==> config.mk <==
export PLATFORM = sky130hd
export DESIGN_NAME = serial_gpio_shift_controller
export DESIGN_NICKNAME = d
export VERILOG_FILES = /design/src/rtl/serial_gpio_pkg.sv /design/src/rtl/serial_gpio_shift_controller.sv
export VERILOG_INCLUDE_DIRS = /design/src /design/src/rtl
export SDC_FILE = /design/constraint.sdc
export NUM_CORES = 2
export LEC_CHECK = 0
export BUFFER_PORTS_ARGS = -buffer_cell sky130_fd_sc_hd__buf_2
export CAP_MARGIN = 15
export CORE_ASPECT_RATIO = 0.75
export CORE_MARGIN = 1.5
export CORE_UTILIZATION = 30
export CTS_CLUSTER_SIZE = 8
export DETAILED_ROUTE_END_ITERATION = 10
export REMOVE_ABC_BUFFERS = 1
export SETUP_SLACK_MARGIN = 0.05
export SYNTH_ARGS = -nofsm -noshare
export SYNTH_HDL_FRONTEND = slang
export SYNTH_SLANG_ARGS = --single-unit
==> constraint.sdc <==
create_clock -name clock -period 7.1 [get_ports clock]
set_input_delay 0.355 -clock clock [delete_from_list [all_inputs] [get_ports clock]]
set_output_delay 0.355 -clock clock [all_outputs]
set_load 0.02 [all_outputs]
==> src/rtl/serial_gpio_consts.svh <==
// Register offsets, field positions, reset values and timing counts for the serial GPIO controller
`ifndef SERIAL_GPIO_CONSTS_SVH
`define SERIAL_GPIO_CONSTS_SVH

// Byte offsets; replicated registers take four consecutive words
`define OFS_INPUT_DATA      8'h00
`define OFS_INT_POLARITY    8'h10
`define OFS_PORT_ENABLE     8'hA4
`define OFS_GENERAL_CONFIG  8'hA8
`define OFS_SHIFT_CLOCK     8'hAC
`define OFS_STICKY_INT      8'hB0
`define OFS_OUTPUT_VALUE    8'hC0
`define OFS_OUTPUT_MODE     8'hD0

// General configuration fields
`define CFG_BLINK_B_LSB     20
`define CFG_BLINK_A_LSB     18
`define CFG_BLINK_RESET     17
`define CFG_IRQ_EN_LSB      13
`define CFG_GAP_DISABLE     12
`define CFG_GAP_LSB         7
`define CFG_SINGLE_SHOT     6
`define CFG_AUTO_REPEAT     5
`define CFG_LOAD_POLARITY   4
`define CFG_WIDTH_LSB       2
`define CFG_REVERSE_OUT     1
`define CFG_REVERSE_IN      0
`define CFG_WIDTH           22

// Reset values
`define RST_CONFIG          22'h000000
`define RST_DIVIDER         12'h000
`define RST_WORD            32'h00000000
`define RST_VECTOR          128'h0

// Timing
`define CLOCK_PERIOD_PS     8000
`define BLINK_HALF_PS       64'd25000000000
`define GAP_STEP_PS         64'd1050000000
`define BLINK_TICK_CYCLES   (`BLINK_HALF_PS / `CLOCK_PERIOD_PS)
`define GAP_STEP_CYCLES     (`GAP_STEP_PS / `CLOCK_PERIOD_PS)

`endif

==> src/rtl/serial_gpio_pkg.sv <==
// Types shared by the serial GPIO controller
package serial_gpio_pkg;
  typedef enum logic [3:0] {
    STATE_IDLE  = 4'b0001,
    STATE_SHIFT = 4'b0010,
    STATE_LOAD  = 4'b0100,
    STATE_GAP   = 4'b1000
  } engine_state_t;
  typedef logic [127:0] gpio_vector_t;
endpackage

==> src/rtl/serial_gpio_shift_controller.sv <==
// Serial GPIO shift controller with AHB-Lite register slave
// Notes on behaviour
// - Pattern B select codes 0..2 give about 20, 10, 5 Hz; code 3 burst toggle.
// - In burst toggle, pattern B flips once per finished burst.
// - Pattern A select codes 0..3 give about 20, 10, 5, 2.5 Hz.
// - While blink reset is set, all blink counters are held at zero.
// - Four bit-position enables gate interrupts of that bit in every port.
// - With gap disable set, repeated bursts follow with no idle gap.
// - Gap field code k gives an idle gap of (k+1) times 1.05 ms.
// - Single shot emits one burst; hardware clears it when the burst ends.
// - Auto repeat emits bursts with gaps until software clears it.
// - Load polarity 0 makes load active low, 1 active high.
// - Width code 0..3 shifts one to four bits per port.
// - Output goes highest port, highest enabled bit first, or port 0 bit 0 first when reversed.
// - Input arrives port 0 bit 0 first, or the opposite when reversed.
// - Shift clock period is the divider value in system clock cycles.
// - Divider 0 stops the shift clock; software never writes 1.
// - Sticky bits set when the shifted-in value meets its interrupt condition.
// - Sticky bits of disabled serial GPIOs read as zero.
// - Polarity 0 makes input 1 an interrupt, polarity 1 makes input 0 one.
// - Disabled ports have their serial GPIOs treated as disabled.
`include "serial_gpio_consts.svh"

module serial_gpio_shift_controller
  import serial_gpio_pkg::*;
#(
  parameter int BLINK_TICK_CYCLES = int'(`BLINK_TICK_CYCLES),
  parameter int GAP_STEP_CYCLES   = int'(`GAP_STEP_CYCLES)
) (
  input  wire logic        clock,
  input  wire logic        reset,
  input  wire logic        hsel,
  input  wire logic [31:0] haddr,
  input  wire logic [1:0]  htrans,
  input  wire logic        hwrite,
  input  wire logic [2:0]  hsize,
  input  wire logic [31:0] hwdata,
  input  wire logic        hready,
  output logic             hreadyout,
  output logic [31:0]      hrdata,
  output logic             hresp,
  output logic             sclk,
  output logic             sdata_out,
  input  wire logic        sdata_in,
  output logic             load_strobe
);

  ////////////////////////////////////////////////////////////////////////////
  // Declarations

  logic [`CFG_WIDTH-1:0] config_reg;
  logic [11:0]           divider;
  logic [31:0]           port_enable_vector;
  gpio_vector_t          irq_level_polarity;
  gpio_vector_t          input_data;
  gpio_vector_t          sticky;
  gpio_vector_t          output_value;
  logic [7:0]            output_mode;
  gpio_vector_t          shadow_in;
  logic                  phase_valid;
  logic                  phase_write;
  logic [7:0]            phase_addr;
  engine_state_t         state;
  logic [6:0]            bit_count;
  logic [11:0]           clk_count;
  logic [31:0]           gap_count;
  logic [31:0]           tick_count;
  logic [3:0]            blink_div;
  logic                  burst_toggle;

  logic [`CFG_WIDTH-1:0] next_config_reg;
  logic [11:0]           next_divider;
  logic [31:0]           next_port_enable_vector;
  gpio_vector_t          next_irq_level_polarity;
  gpio_vector_t          next_input_data;
  gpio_vector_t          next_sticky;
  gpio_vector_t          next_output_value;
  logic [7:0]            next_output_mode;
  gpio_vector_t          next_shadow_in;
  logic                  next_phase_valid;
  logic                  next_phase_write;
  logic [7:0]            next_phase_addr;
  logic                  next_hreadyout;
  logic [31:0]           next_hrdata;
  engine_state_t         next_state;
  logic [6:0]            next_bit_count;
  logic [11:0]           next_clk_count;
  logic [31:0]           next_gap_count;
  logic [31:0]           next_tick_count;
  logic [3:0]            next_blink_div;
  logic                  next_burst_toggle;
  logic                  next_sclk;
  logic                  next_sdata_out;
  logic                  next_load_strobe;

  logic                  take;
  logic                  wr_en;
  logic                  rd_cycle;
  logic [1:0]            rep;
  logic [3:0]            group;
  logic [1:0]            width_code;
  logic [1:0]            blink_a_select;
  logic [1:0]            blink_b_select;
  logic [3:0]            bit_position_irq_enable;
  logic                  blink_a;
  logic                  blink_b;
  logic                  clk_run;
  logic                  period_end;
  logic                  burst_done;
  logic                  sample;
  logic [6:0]            last_bit;
  logic [31:0]           gap_target;
  logic [31:0]           rd_mask;
  gpio_vector_t          gpio_on;
  gpio_vector_t          out_eff;
  gpio_vector_t          sticky_set;
  gpio_vector_t          sticky_clr;

  ////////////////////////////////////////////////////////////////////////////
  // Stream position to replication index {bit, port}

  function automatic logic [6:0] map_position(input logic [6:0] idx, input logic [1:0] code, input logic flip);
    logic [6:0] last;
    logic [6:0] f;
    logic [6:0] port3;
    logic [6:0] rem3;
    logic [6:0] result;
    last   = {code, 5'h1F};
    f      = flip ? 7'(last - idx) : idx;
    port3  = 7'(f / 7'd3);
    rem3   = 7'(f - 7'(port3 * 7'd3));
    result = 7'h00;
    unique case (code)
      2'd0: result = {2'b00, f[4:0]};
      2'd1: result = {1'b0, f[0], f[5:1]};
      2'd2: result = {rem3[1:0], port3[4:0]};
      2'd3: result = {f[1:0], f[6:2]};
    endcase
    return result;
  endfunction

  ////////////////////////////////////////////////////////////////////////////
  // Field decode

  assign width_code              = config_reg[`CFG_WIDTH_LSB +: 2];
  assign blink_a_select          = config_reg[`CFG_BLINK_A_LSB +: 2];
  assign blink_b_select          = config_reg[`CFG_BLINK_B_LSB +: 2];
  assign bit_position_irq_enable = config_reg[`CFG_IRQ_EN_LSB +: 4];
  assign blink_a    = blink_div[blink_a_select];
  assign blink_b    = (blink_b_select == 2'd3) ? burst_toggle : blink_div[blink_b_select];
  assign clk_run    = divider >= 12'd2;
  assign period_end = clk_count == 12'(divider - 12'd1);
  assign last_bit   = {width_code, 5'h1F};
  assign burst_done = (state == STATE_LOAD) && period_end && clk_run;
  assign sample     = (state == STATE_SHIFT) && (clk_count == (divider >> 1));
  assign gap_target = 32'((32'(config_reg[`CFG_GAP_LSB +: 5]) + 32'd1) * 32'(GAP_STEP_CYCLES));

  ////////////////////////////////////////////////////////////////////////////
  // Per-GPIO logic

  for (genvar k = 0; k < 128; k++) begin : gen_gpio
    localparam int BITPOS = k / 32;
    localparam int PORT   = k % 32;
    assign gpio_on[k]    = port_enable_vector[PORT] & (2'(BITPOS) <= width_code);
    assign out_eff[k]    = output_value[k] & (~output_mode[2 * BITPOS] | blink_a)
                           & (~output_mode[2 * BITPOS + 1] | blink_b);
    assign sticky_set[k] = burst_done & bit_position_irq_enable[BITPOS] & gpio_on[k]
                           & (shadow_in[k] ^ irq_level_polarity[k]);
    assign sticky_clr[k] = wr_en & ({group, 4'h0} == `OFS_STICKY_INT) & (rep == 2'(BITPOS)) & hwdata[PORT];
  end

  ////////////////////////////////////////////////////////////////////////////
  // Bus slave and registers

  assign take     = hsel & htrans[1] & hready;
  assign wr_en    = phase_valid & phase_write & hreadyout;
  assign rd_cycle = phase_valid & ~phase_write & ~hreadyout;
  assign rep      = phase_addr[3:2];
  assign group    = phase_addr[7:4];
  assign rd_mask  = gpio_on[{rep, 5'h00} +: 32];

  always_comb begin
    next_phase_valid        = take | (phase_valid & ~hreadyout);
    next_phase_write        = take ? hwrite : phase_write;
    next_phase_addr         = take ? haddr[7:0] : phase_addr;
    next_hreadyout          = ~(take & ~hwrite);
    next_hrdata             = hrdata;
    next_config_reg         = config_reg;
    next_divider            = divider;
    next_port_enable_vector = port_enable_vector;
    next_irq_level_polarity = irq_level_polarity;
    next_output_value       = output_value;
    next_output_mode        = output_mode;
    next_input_data         = burst_done ? shadow_in : input_data;
    next_sticky             = sticky_set | (sticky & ~sticky_clr);
    if (wr_en) begin
      if (phase_addr == `OFS_GENERAL_CONFIG) begin
        next_config_reg = hwdata[`CFG_WIDTH-1:0];
      end
      if (phase_addr == `OFS_SHIFT_CLOCK) begin
        next_divider = hwdata[11:0];
      end
      if (phase_addr == `OFS_PORT_ENABLE) begin
        next_port_enable_vector = hwdata;
      end
      if (phase_addr == `OFS_OUTPUT_MODE) begin
        next_output_mode = hwdata[7:0];
      end
      if ({group, 4'h0} == `OFS_INT_POLARITY) begin
        next_irq_level_polarity[{rep, 5'h00} +: 32] = hwdata;
      end
      if ({group, 4'h0} == `OFS_OUTPUT_VALUE) begin
        next_output_value[{rep, 5'h00} +: 32] = hwdata;
      end
    end
    // Set from a write wins over the end-of-burst clear
    next_config_reg[`CFG_SINGLE_SHOT] = (config_reg[`CFG_SINGLE_SHOT] & ~burst_done)
                                        | (wr_en && phase_addr == `OFS_GENERAL_CONFIG && hwdata[`CFG_SINGLE_SHOT]);
    if (rd_cycle) begin
      next_hrdata = `RST_WORD;
      if ({group, 4'h0} == `OFS_INPUT_DATA) begin
        next_hrdata = input_data[{rep, 5'h00} +: 32];
      end
      if ({group, 4'h0} == `OFS_INT_POLARITY) begin
        next_hrdata = irq_level_polarity[{rep, 5'h00} +: 32];
      end
      if ({group, 4'h0} == `OFS_STICKY_INT) begin
        next_hrdata = sticky[{rep, 5'h00} +: 32] & rd_mask;
      end
      if ({group, 4'h0} == `OFS_OUTPUT_VALUE) begin
        next_hrdata = output_value[{rep, 5'h00} +: 32];
      end
      if (phase_addr == `OFS_PORT_ENABLE) begin
        next_hrdata = port_enable_vector;
      end
      if (phase_addr == `OFS_GENERAL_CONFIG) begin
        next_hrdata = {10'h000, config_reg};
      end
      if (phase_addr == `OFS_SHIFT_CLOCK) begin
        next_hrdata = {20'h00000, divider};
      end
      if (phase_addr == `OFS_OUTPUT_MODE) begin
        next_hrdata = {24'h000000, output_mode};
      end
    end
  end

  always_ff @(posedge clock) begin
    if (reset) begin
      phase_valid        <= 1'b0;
      phase_write        <= 1'b0;
      phase_addr         <= 8'h00;
      hreadyout          <= 1'b1;
      hrdata             <= `RST_WORD;
      hresp              <= 1'b0;
      config_reg         <= `RST_CONFIG;
      divider            <= `RST_DIVIDER;
      port_enable_vector <= `RST_WORD;
      irq_level_polarity <= `RST_VECTOR;
      output_value       <= `RST_VECTOR;
      output_mode        <= 8'h00;
      input_data         <= `RST_VECTOR;
      sticky             <= `RST_VECTOR;
    end else begin
      phase_valid        <= next_phase_valid;
      phase_write        <= next_phase_write;
      phase_addr         <= next_phase_addr;
      hreadyout          <= next_hreadyout;
      hrdata             <= next_hrdata;
      hresp              <= 1'b0;
      config_reg         <= next_config_reg;
      divider            <= next_divider;
      port_enable_vector <= next_port_enable_vector;
      irq_level_polarity <= next_irq_level_polarity;
      output_value       <= next_output_value;
      output_mode        <= next_output_mode;
      input_data         <= next_input_data;
      sticky             <= next_sticky;
    end
  end

  ////////////////////////////////////////////////////////////////////////////
  // Blink generation

  always_comb begin
    next_tick_count   = (tick_count == 32'(BLINK_TICK_CYCLES - 1)) ? 32'h00000000 : 32'(tick_count + 32'd1);
    next_blink_div    = (tick_count == 32'(BLINK_TICK_CYCLES - 1)) ? 4'(blink_div + 4'd1) : blink_div;
    next_burst_toggle = burst_done ? ~burst_toggle : burst_toggle;
    if (config_reg[`CFG_BLINK_RESET]) begin
      next_tick_count   = 32'h00000000;
      next_blink_div    = 4'h0;
      next_burst_toggle = 1'b0;
    end
  end

  always_ff @(posedge clock) begin
    if (reset) begin
      tick_count   <= 32'h00000000;
      blink_div    <= 4'h0;
      burst_toggle <= 1'b0;
    end else begin
      tick_count   <= next_tick_count;
      blink_div    <= next_blink_div;
      burst_toggle <= next_burst_toggle;
    end
  end

  ////////////////////////////////////////////////////////////////////////////
  // Burst engine

  always_comb begin
    next_state     = state;
    next_bit_count = bit_count;
    next_clk_count = clk_count;
    next_gap_count = gap_count;
    next_shadow_in = shadow_in;
    if (sample) begin
      next_shadow_in[map_position(bit_count, width_code, config_reg[`CFG_REVERSE_IN])] = sdata_in;
    end
    unique case (state)
      STATE_IDLE: begin
        if (clk_run && (config_reg[`CFG_SINGLE_SHOT] || config_reg[`CFG_AUTO_REPEAT])) begin
          next_state     = STATE_SHIFT;
          next_bit_count = 7'h00;
          next_clk_count = 12'h000;
        end
      end
      STATE_SHIFT: begin
        if (period_end) begin
          next_clk_count = 12'h000;
          if (bit_count == last_bit) begin
            next_state = STATE_LOAD;
          end else begin
            next_bit_count = 7'(bit_count + 7'd1);
          end
        end else begin
          next_clk_count = 12'(clk_count + 12'd1);
        end
      end
      STATE_LOAD: begin
        if (period_end) begin
          next_clk_count = 12'h000;
          next_bit_count = 7'h00;
          next_gap_count = 32'h00000000;
          if (config_reg[`CFG_AUTO_REPEAT] && config_reg[`CFG_GAP_DISABLE]) begin
            next_state = STATE_SHIFT;
          end else if (config_reg[`CFG_AUTO_REPEAT]) begin
            next_state = STATE_GAP;
          end else begin
            next_state = STATE_IDLE;
          end
        end else begin
          next_clk_count = 12'(clk_count + 12'd1);
        end
      end
      STATE_GAP: begin
        if (gap_count == 32'(gap_target - 32'd1)) begin
          next_state = STATE_IDLE;
        end else begin
          next_gap_count = 32'(gap_count + 32'd1);
        end
      end
    endcase
    if (!clk_run) begin
      next_state = STATE_IDLE;
    end
    next_sclk        = (next_state == STATE_SHIFT) && (next_clk_count >= (divider >> 1));
    next_sdata_out   = (next_state == STATE_SHIFT)
                       && out_eff[map_position(next_bit_count, width_code, ~config_reg[`CFG_REVERSE_OUT])];
    next_load_strobe = ~((next_state == STATE_LOAD) ^ config_reg[`CFG_LOAD_POLARITY]);
  end

  always_ff @(posedge clock) begin
    if (reset) begin
      state       <= STATE_IDLE;
      bit_count   <= 7'h00;
      clk_count   <= 12'h000;
      gap_count   <= 32'h00000000;
      shadow_in   <= `RST_VECTOR;
      sclk        <= 1'b0;
      sdata_out   <= 1'b0;
      load_strobe <= 1'b1;
    end else begin
      state       <= next_state;
      bit_count   <= next_bit_count;
      clk_count   <= next_clk_count;
      gap_count   <= next_gap_count;
      shadow_in   <= next_shadow_in;
      sclk        <= next_sclk;
      sdata_out   <= next_sdata_out;
      load_strobe <= next_load_strobe;
    end
  end

  ////////////////////////////////////////////////////////////////////////////
  // Assertions

  single_clear_a: assert property (@(posedge clock) disable iff (reset)
    (burst_done && !(wr_en && phase_addr == `OFS_GENERAL_CONFIG)) |=> !config_reg[`CFG_SINGLE_SHOT])
    else $error("single shot not cleared after burst");

  load_idle_a: assert property (@(posedge clock) disable iff (reset)
    (state == STATE_IDLE && next_state == STATE_IDLE) |=> (load_strobe != $past(config_reg[`CFG_LOAD_POLARITY])))
    else $error("load strobe active outside a burst");

  clock_stop_a: assert property (@(posedge clock) disable iff (reset)
    (divider < 12'd2) |=> (!sclk && state == STATE_IDLE))
    else $error("shift clock runs with divider below two");

  sticky_mask_a: assert property (@(posedge clock) disable iff (reset)
    (rd_cycle && {group, 4'h0} == `OFS_STICKY_INT) |=> ((hrdata & ~$past(rd_mask)) == 32'h00000000))
    else $error("disabled gpio sticky bit reads as one");

  blink_hold_a: assert property (@(posedge clock) disable iff (reset)
    config_reg[`CFG_BLINK_RESET] |=> (blink_div == 4'h0 && tick_count == 32'h00000000))
    else $error("blink counters run during blink reset");

  gap_length_a: assert property (@(posedge clock) disable iff (reset)
    (state == STATE_LOAD && next_state == STATE_GAP) |=> (state == STATE_GAP) [*8])
    else $error("burst gap ended too early");

  no_gap_a: assert property (@(posedge clock) disable iff (reset)
    (burst_done && config_reg[`CFG_AUTO_REPEAT] && config_reg[`CFG_GAP_DISABLE]) |=> state == STATE_SHIFT)
    else $error("gap inserted while gap disabled");

  burst_toggle_a: assert property (@(posedge clock) disable iff (reset)
    (burst_done && !config_reg[`CFG_BLINK_RESET]) |=> (burst_toggle != $past(burst_toggle)))
    else $error("burst toggle did not flip");

  sticky_set_a: assert property (@(posedge clock) disable iff (reset)
    sticky_set[0] |=> sticky[0])
    else $error("sticky bit not set by input condition");

  auto_start_a: assert property (@(posedge clock) disable iff (reset)
    (state == STATE_IDLE && config_reg[`CFG_AUTO_REPEAT] && clk_run) |=> state == STATE_SHIFT)
    else $error("auto repeat did not start a burst");

endmodule

---- Yosys cells after proc, flatten, opt, wreduce, memory -nomap -nowiden ----
Cells that the tools add are included.
storage, ports and cells
  flip-flop bits (word level) ............. 852
  latch bits .............................. 0
  memory bits (writable) .................. 0
  memory bits (read-only) ................. 0
  input bits .............................. 75
  output and inout port bits .............. 37
  logic and storage cells ................. 1102
  memories ................................ 0
cells by class
  add/sub/neg operators ................... 13
  $mul .................................... 3
  div/mod/pow operators ................... 2
  magnitude comparators ................... 11
  equality and inequality tests ........... 27
  shifts and indexed selects .............. 7
  multiplexer cells ....................... 45
  bitwise logic cells ..................... 944
  reductions and logical operators ........ 25
operator list
  cell                      count
  $and 1x1->1               786
  $shiftx 128x8->32         5
  $bwmux 128                3
  $mux 32                   10
  $xor 1x1->1               129
  $and 128x128->128         1
  $not 128->128             1
  $or 128x128->128          1
  $shift 32x9->128 const A  1
  $shiftx 32x9->128         1
  $add 32x1->32 const B     2
  $pmux 32 s2               1
  $pmux 7 s4                2
  $mux 7                    7
  $and 32x32->32            1
  $eq 32x22->1 const B      1
  $eq 32x32->1              1
  $eq 8x8->1 const B        4
  $mux 4                    8
  $sub 24x1->25 const B     1
  $mux 12                   2
  $pmux 12 s2               1
  $mul 6x17->23 const B     1
  $pmux 7 s3                1
  other kinds (43)          106

---- Depth between registers and ports, before layout ----
  depth in word-level cells ............... 13
  depth in mapped cells ................... 32
  gate-level depth less buffers ........... 28

---- Worst setup path before layout ----
No wires, ideal clock.
  path type ............................... reg-to-reg
  from .................................... reg config_reg[8]
  to ...................................... reg gap_count[30]
  arrival ................................. 6.249 ns
  data required time ...................... 6.972 ns
  slack ................................... 0.724 ns
  cell stages (with the launch flop) ...... 29
  buffers on the path ..................... 1
  path through ............................ dfxtp_1 -> ha_1 -> clkbuf_1 -> nand3_1 -> xor2_1 -> inv_1 -> ha_1 -> ha_1 -> inv_1 -> fa_1 -> inv_1 -> ha_1 -> a21o_1 -> a21oi_1 -> xnor2_1 -> nand2b_1 -> or4_1 -> nor2_1 -> o21ai_0 -> a32oi_1 -> nor4_1 -> nand4_1 -> nand2_1 -> a211oi_1 -> nand2_1 -> nor2_1 -> and4_1 -> xnor2_1 -> nor2_1
on the way
  word-level cells in the longest chain between the ends .. 6
ends and longest elaborated chain
  what                               line                                 text
  start: declaration                 serial_gpio_shift_controller.sv:51   logic [`CFG_WIDTH-1:0] config_reg;
  start signal: assignment           serial_gpio_shift_controller.sv:256  config_reg <= `RST_CONFIG;
  start signal: assignment           serial_gpio_shift_controller.sv:271  config_reg <= next_config_reg;
  $add 5x1->6                        serial_gpio_shift_controller.sv:156  assign gap_target = 32'((32'(config_reg[`CFG_GAP_LSB +: 5]) + 32'd1) * 32'(GAP_STEP_CYCLES));
  $mul 6x17->23                      serial_gpio_shift_controller.sv:156
  $sub 24x1->25                      serial_gpio_shift_controller.sv:357  if (gap_count == 32'(gap_target - 32'd1)) begin
  $eq 32x32->1                       serial_gpio_shift_controller.sv:357
  $ne 2x2->1 (no source line)        --
  $reduce_and 3->1 (no source line)  --
  end signal: assignment             serial_gpio_shift_controller.sv:387  gap_count <= next_gap_count;
  end: declaration                   serial_gpio_shift_controller.sv:66   logic [31:0] gap_count;
No other way between the ends.
A chain may end at the register's enable or synchronous reset.

---- Final worst setup path ----
  from .................................... reg config_reg[7]
  to ...................................... reg gap_count[30]
The elaborated chain is that of the path after synthesis.

==> metrics <==
Most common cell on crit path inv_1; number of setup violations in the final report 0; Routed WL per cell 23.0 um; CTS tree done; Total GRT Usage 0.216; Hold Crit Class in -> reg; die width 443 um; routed vias 41.5k; RSZ-0062 raised after global routing true; Mapped Area 43700 um2; cts bufs inserted 117; Largest delay share family, worst path adder cells; minimum clock period 6570 ps; layout cells sized above 1 0.104; number of global-route vias before repair 37.8k; via-per-instance ratio 5.72; relative slew slack 0.165; post-synth top area cell dfxtp_1; crit-path max FO 8; number of distinct library cells after synthesis 105; crit path DAT 7160 ps; MaxCap Viol Count 0; final hold violations 0; cell row count 121; outcome complete, no violations; root buffer selected by CTS clkbuf_16; Worst Skew 57.6 ps; crit path launch type register; slowest stage delay, CP 520 ps; Syn-to-layout area delta 12.8%; TNS Setup 0 ps; commonest register cell after synthesis dfxtp_1; Detailed Route Iter0 Violations 5722; die height 333 um; largest net degree at the start of global routing 197; critical setup path kind reg -> reg; EDFF count, synth 0; Least-Margin Pin Slew 1250 ps; # port buffers 82; Final Cycle Share 0.926; flop-to-flop setup slack 530 ps; Hold Crit Start hwdata[31]; synthesis-stage register bit count 852; WHS 48.1 ps; CP Buf/Inv Count 6; power density cells 207 nW/um2; Worst setup EP type register; Antenna Nets Post-Route 0; fmax 152 MHz; Ys Warns 0; global route total overflow 0; routed wire length 167000 um; fin util 0.340; DRC 0; Worst R2R End gap_count[30]; Mapped Avg Cell Area 8.01 um2; register area share after synthesis 0.391; placer congestion estimate 0.966; DP HPWL 103000 um; first-pass GRT wire length 246000 um; Initial Util 0.302; Layout Nets 5466; H-Tree Depth 3; Synth area leaders dfxtp_1, nand2_1, a21oi_1, mux4_2, nand3_1; antenna violations before repair 13; Synth async-reset ratio 0; core box area 145000 um2; hold path depth 3; Reg2Reg Depth 30; Ports 112; CTS Sinks 852; post-synth top area share 0.391; Bufs on Longest Clock Path 3; P_leak 0.0169 uW; Synth Instances 5448; DR pass1 iterations 7; Total Power 10200 uW; worst endpoint required time 7690 ps; Crit-path slowest cell or4_1; die area 148000 um2; Hold Path End port_enable_vector[31]; FF-to-FF Start config_reg[7]; Max Slew Vio Count 0; peak supply drop 0.231 mV; Reg clk slew, reported paths 60 ps; clk_lat worst skew 760 ps
[power breakdown]
part | switching (uW) | leakage (uW) | internal, uW
registers | 6.88 | 0.00686 | 4790
logic | 244 | 0.00847 | 60.7
clock network | 2170 | 0.00153 | 2930
[routing by layer]
layer  wire, um  share of wire  vias up  GRT usage
met5         84        0.00050        -          0
met4       6330          0.038        8     0.0779
met3      19700           0.12      370     0.0581
met2      70500           0.42     2319      0.320
met1      70000           0.42    20100      0.299
li1           -              -    18700          -
[layout make-up]
class,count,area (um2)
Fill cell,15100,95500
Multi-Input combinational cell,4052,24700
Sequential cell,852,17100
Clock buffer,124,3000
Tap cell,1906,2380
Timing Repair Buffer,232,1710
Inverter,70,263
Clock inverter,7,126
Antenna cell,6,15.0
[worst max-delay path by stage]
stage | start | to | cells after the start
after floorplan | phase_addr[2] | irq_level_polarity[64] | 3
after global placement | divider[0] | sdata_out | 26
after detailed placement | divider[0] | sdata_out | 26
after CTS | divider[0] | sdata_out | 26
after global routing | divider[0] | sdata_out | 27
final | config_reg[7] | gap_count[30] | 30
[worst min-delay path, stage by stage]
cell	delay [ps]
buf_2	220
nand2_1	100
a21oi_1	60
[timing repair]
action	4_1_cts	5_1_grt
hold buffers	28	0
hold endpoints to repair	133	0
endpoints found under the setup margin	0	7
resized for setup	0	8
setup buffers	0	11
[layout by cell type (no fill, tap or decap), types with 19 or more instances in the layout]
cell type,n
a21oi_1,634
a221oi_1,24
a22o_1,31
a22oi_1,28
a32oi_1,138
and3_1,34
buf_2,80
buf_4,113
clkbuf_16,118
dfxtp_1,847
dlygate4sd3_1,28
ha_1,60
inv_1,69
mux2i_1,104
mux4_2,114
nand2_1,1235
nand2b_1,19
nand3_1,447
nand4_1,28
nor2_1,363
nor2b_1,22
nor3_1,32
o211ai_1,26
o21ai_0,70
o22ai_1,37
xnor2_1,87
xor2_1,193
[per-stage QoR]
step                worst slack [ps]  instances  cell area [um2]
finish                           527       7249            49200
global route                    53.9       7247            49200
CTS                              309       7229            49100
detailed placement               301       7070            45700
global placement                 442       7069            45600
floorplan                      -4750       4974            41800
[synth_stat cells, drive strengths merged, types with 5 or more instances]
cell,n
a221oi,26
nand2b,19
mux2,7
and4,10
inv,70
and2,22
nor4,22
o21ai,82
or4,5
o22ai,38
nand2,1246
a311oi,15
a211oi,17
a21oi,636
buf,65
a221o,14
nand3b,5
a32oi,138
nor2,382
a21boi,7
a22oi,29
or3,11
a22o,31
ha,61
nor2b,22
mux2i,104
clkbuf,409
dfxtp,852
and3,40
o211ai,26
nor3,37
xor2,193
a31oi,16
nor3b,6
mux4,118
a21o,8
nand4,29
or2,7
fa,5
o21a,9
xnor2,87
nand3,450
o31ai,5
[cell families after synthesis]
logic type               count (synthesis)  synth area share
AO/OA/AOI/OAI                         1150             0.166
other                                    1         0.0000859
XOR/XNOR                               282            0.0572
multiplexers                           229            0.0869
flip-flops                             852             0.391
adder cells (fa/ha/maj)                 66            0.0198
buffers and inverters                  544            0.0490
AND/OR/NAND/NOR                       2324             0.230
No activity file was read; power rests on OpenSTA's default activity.
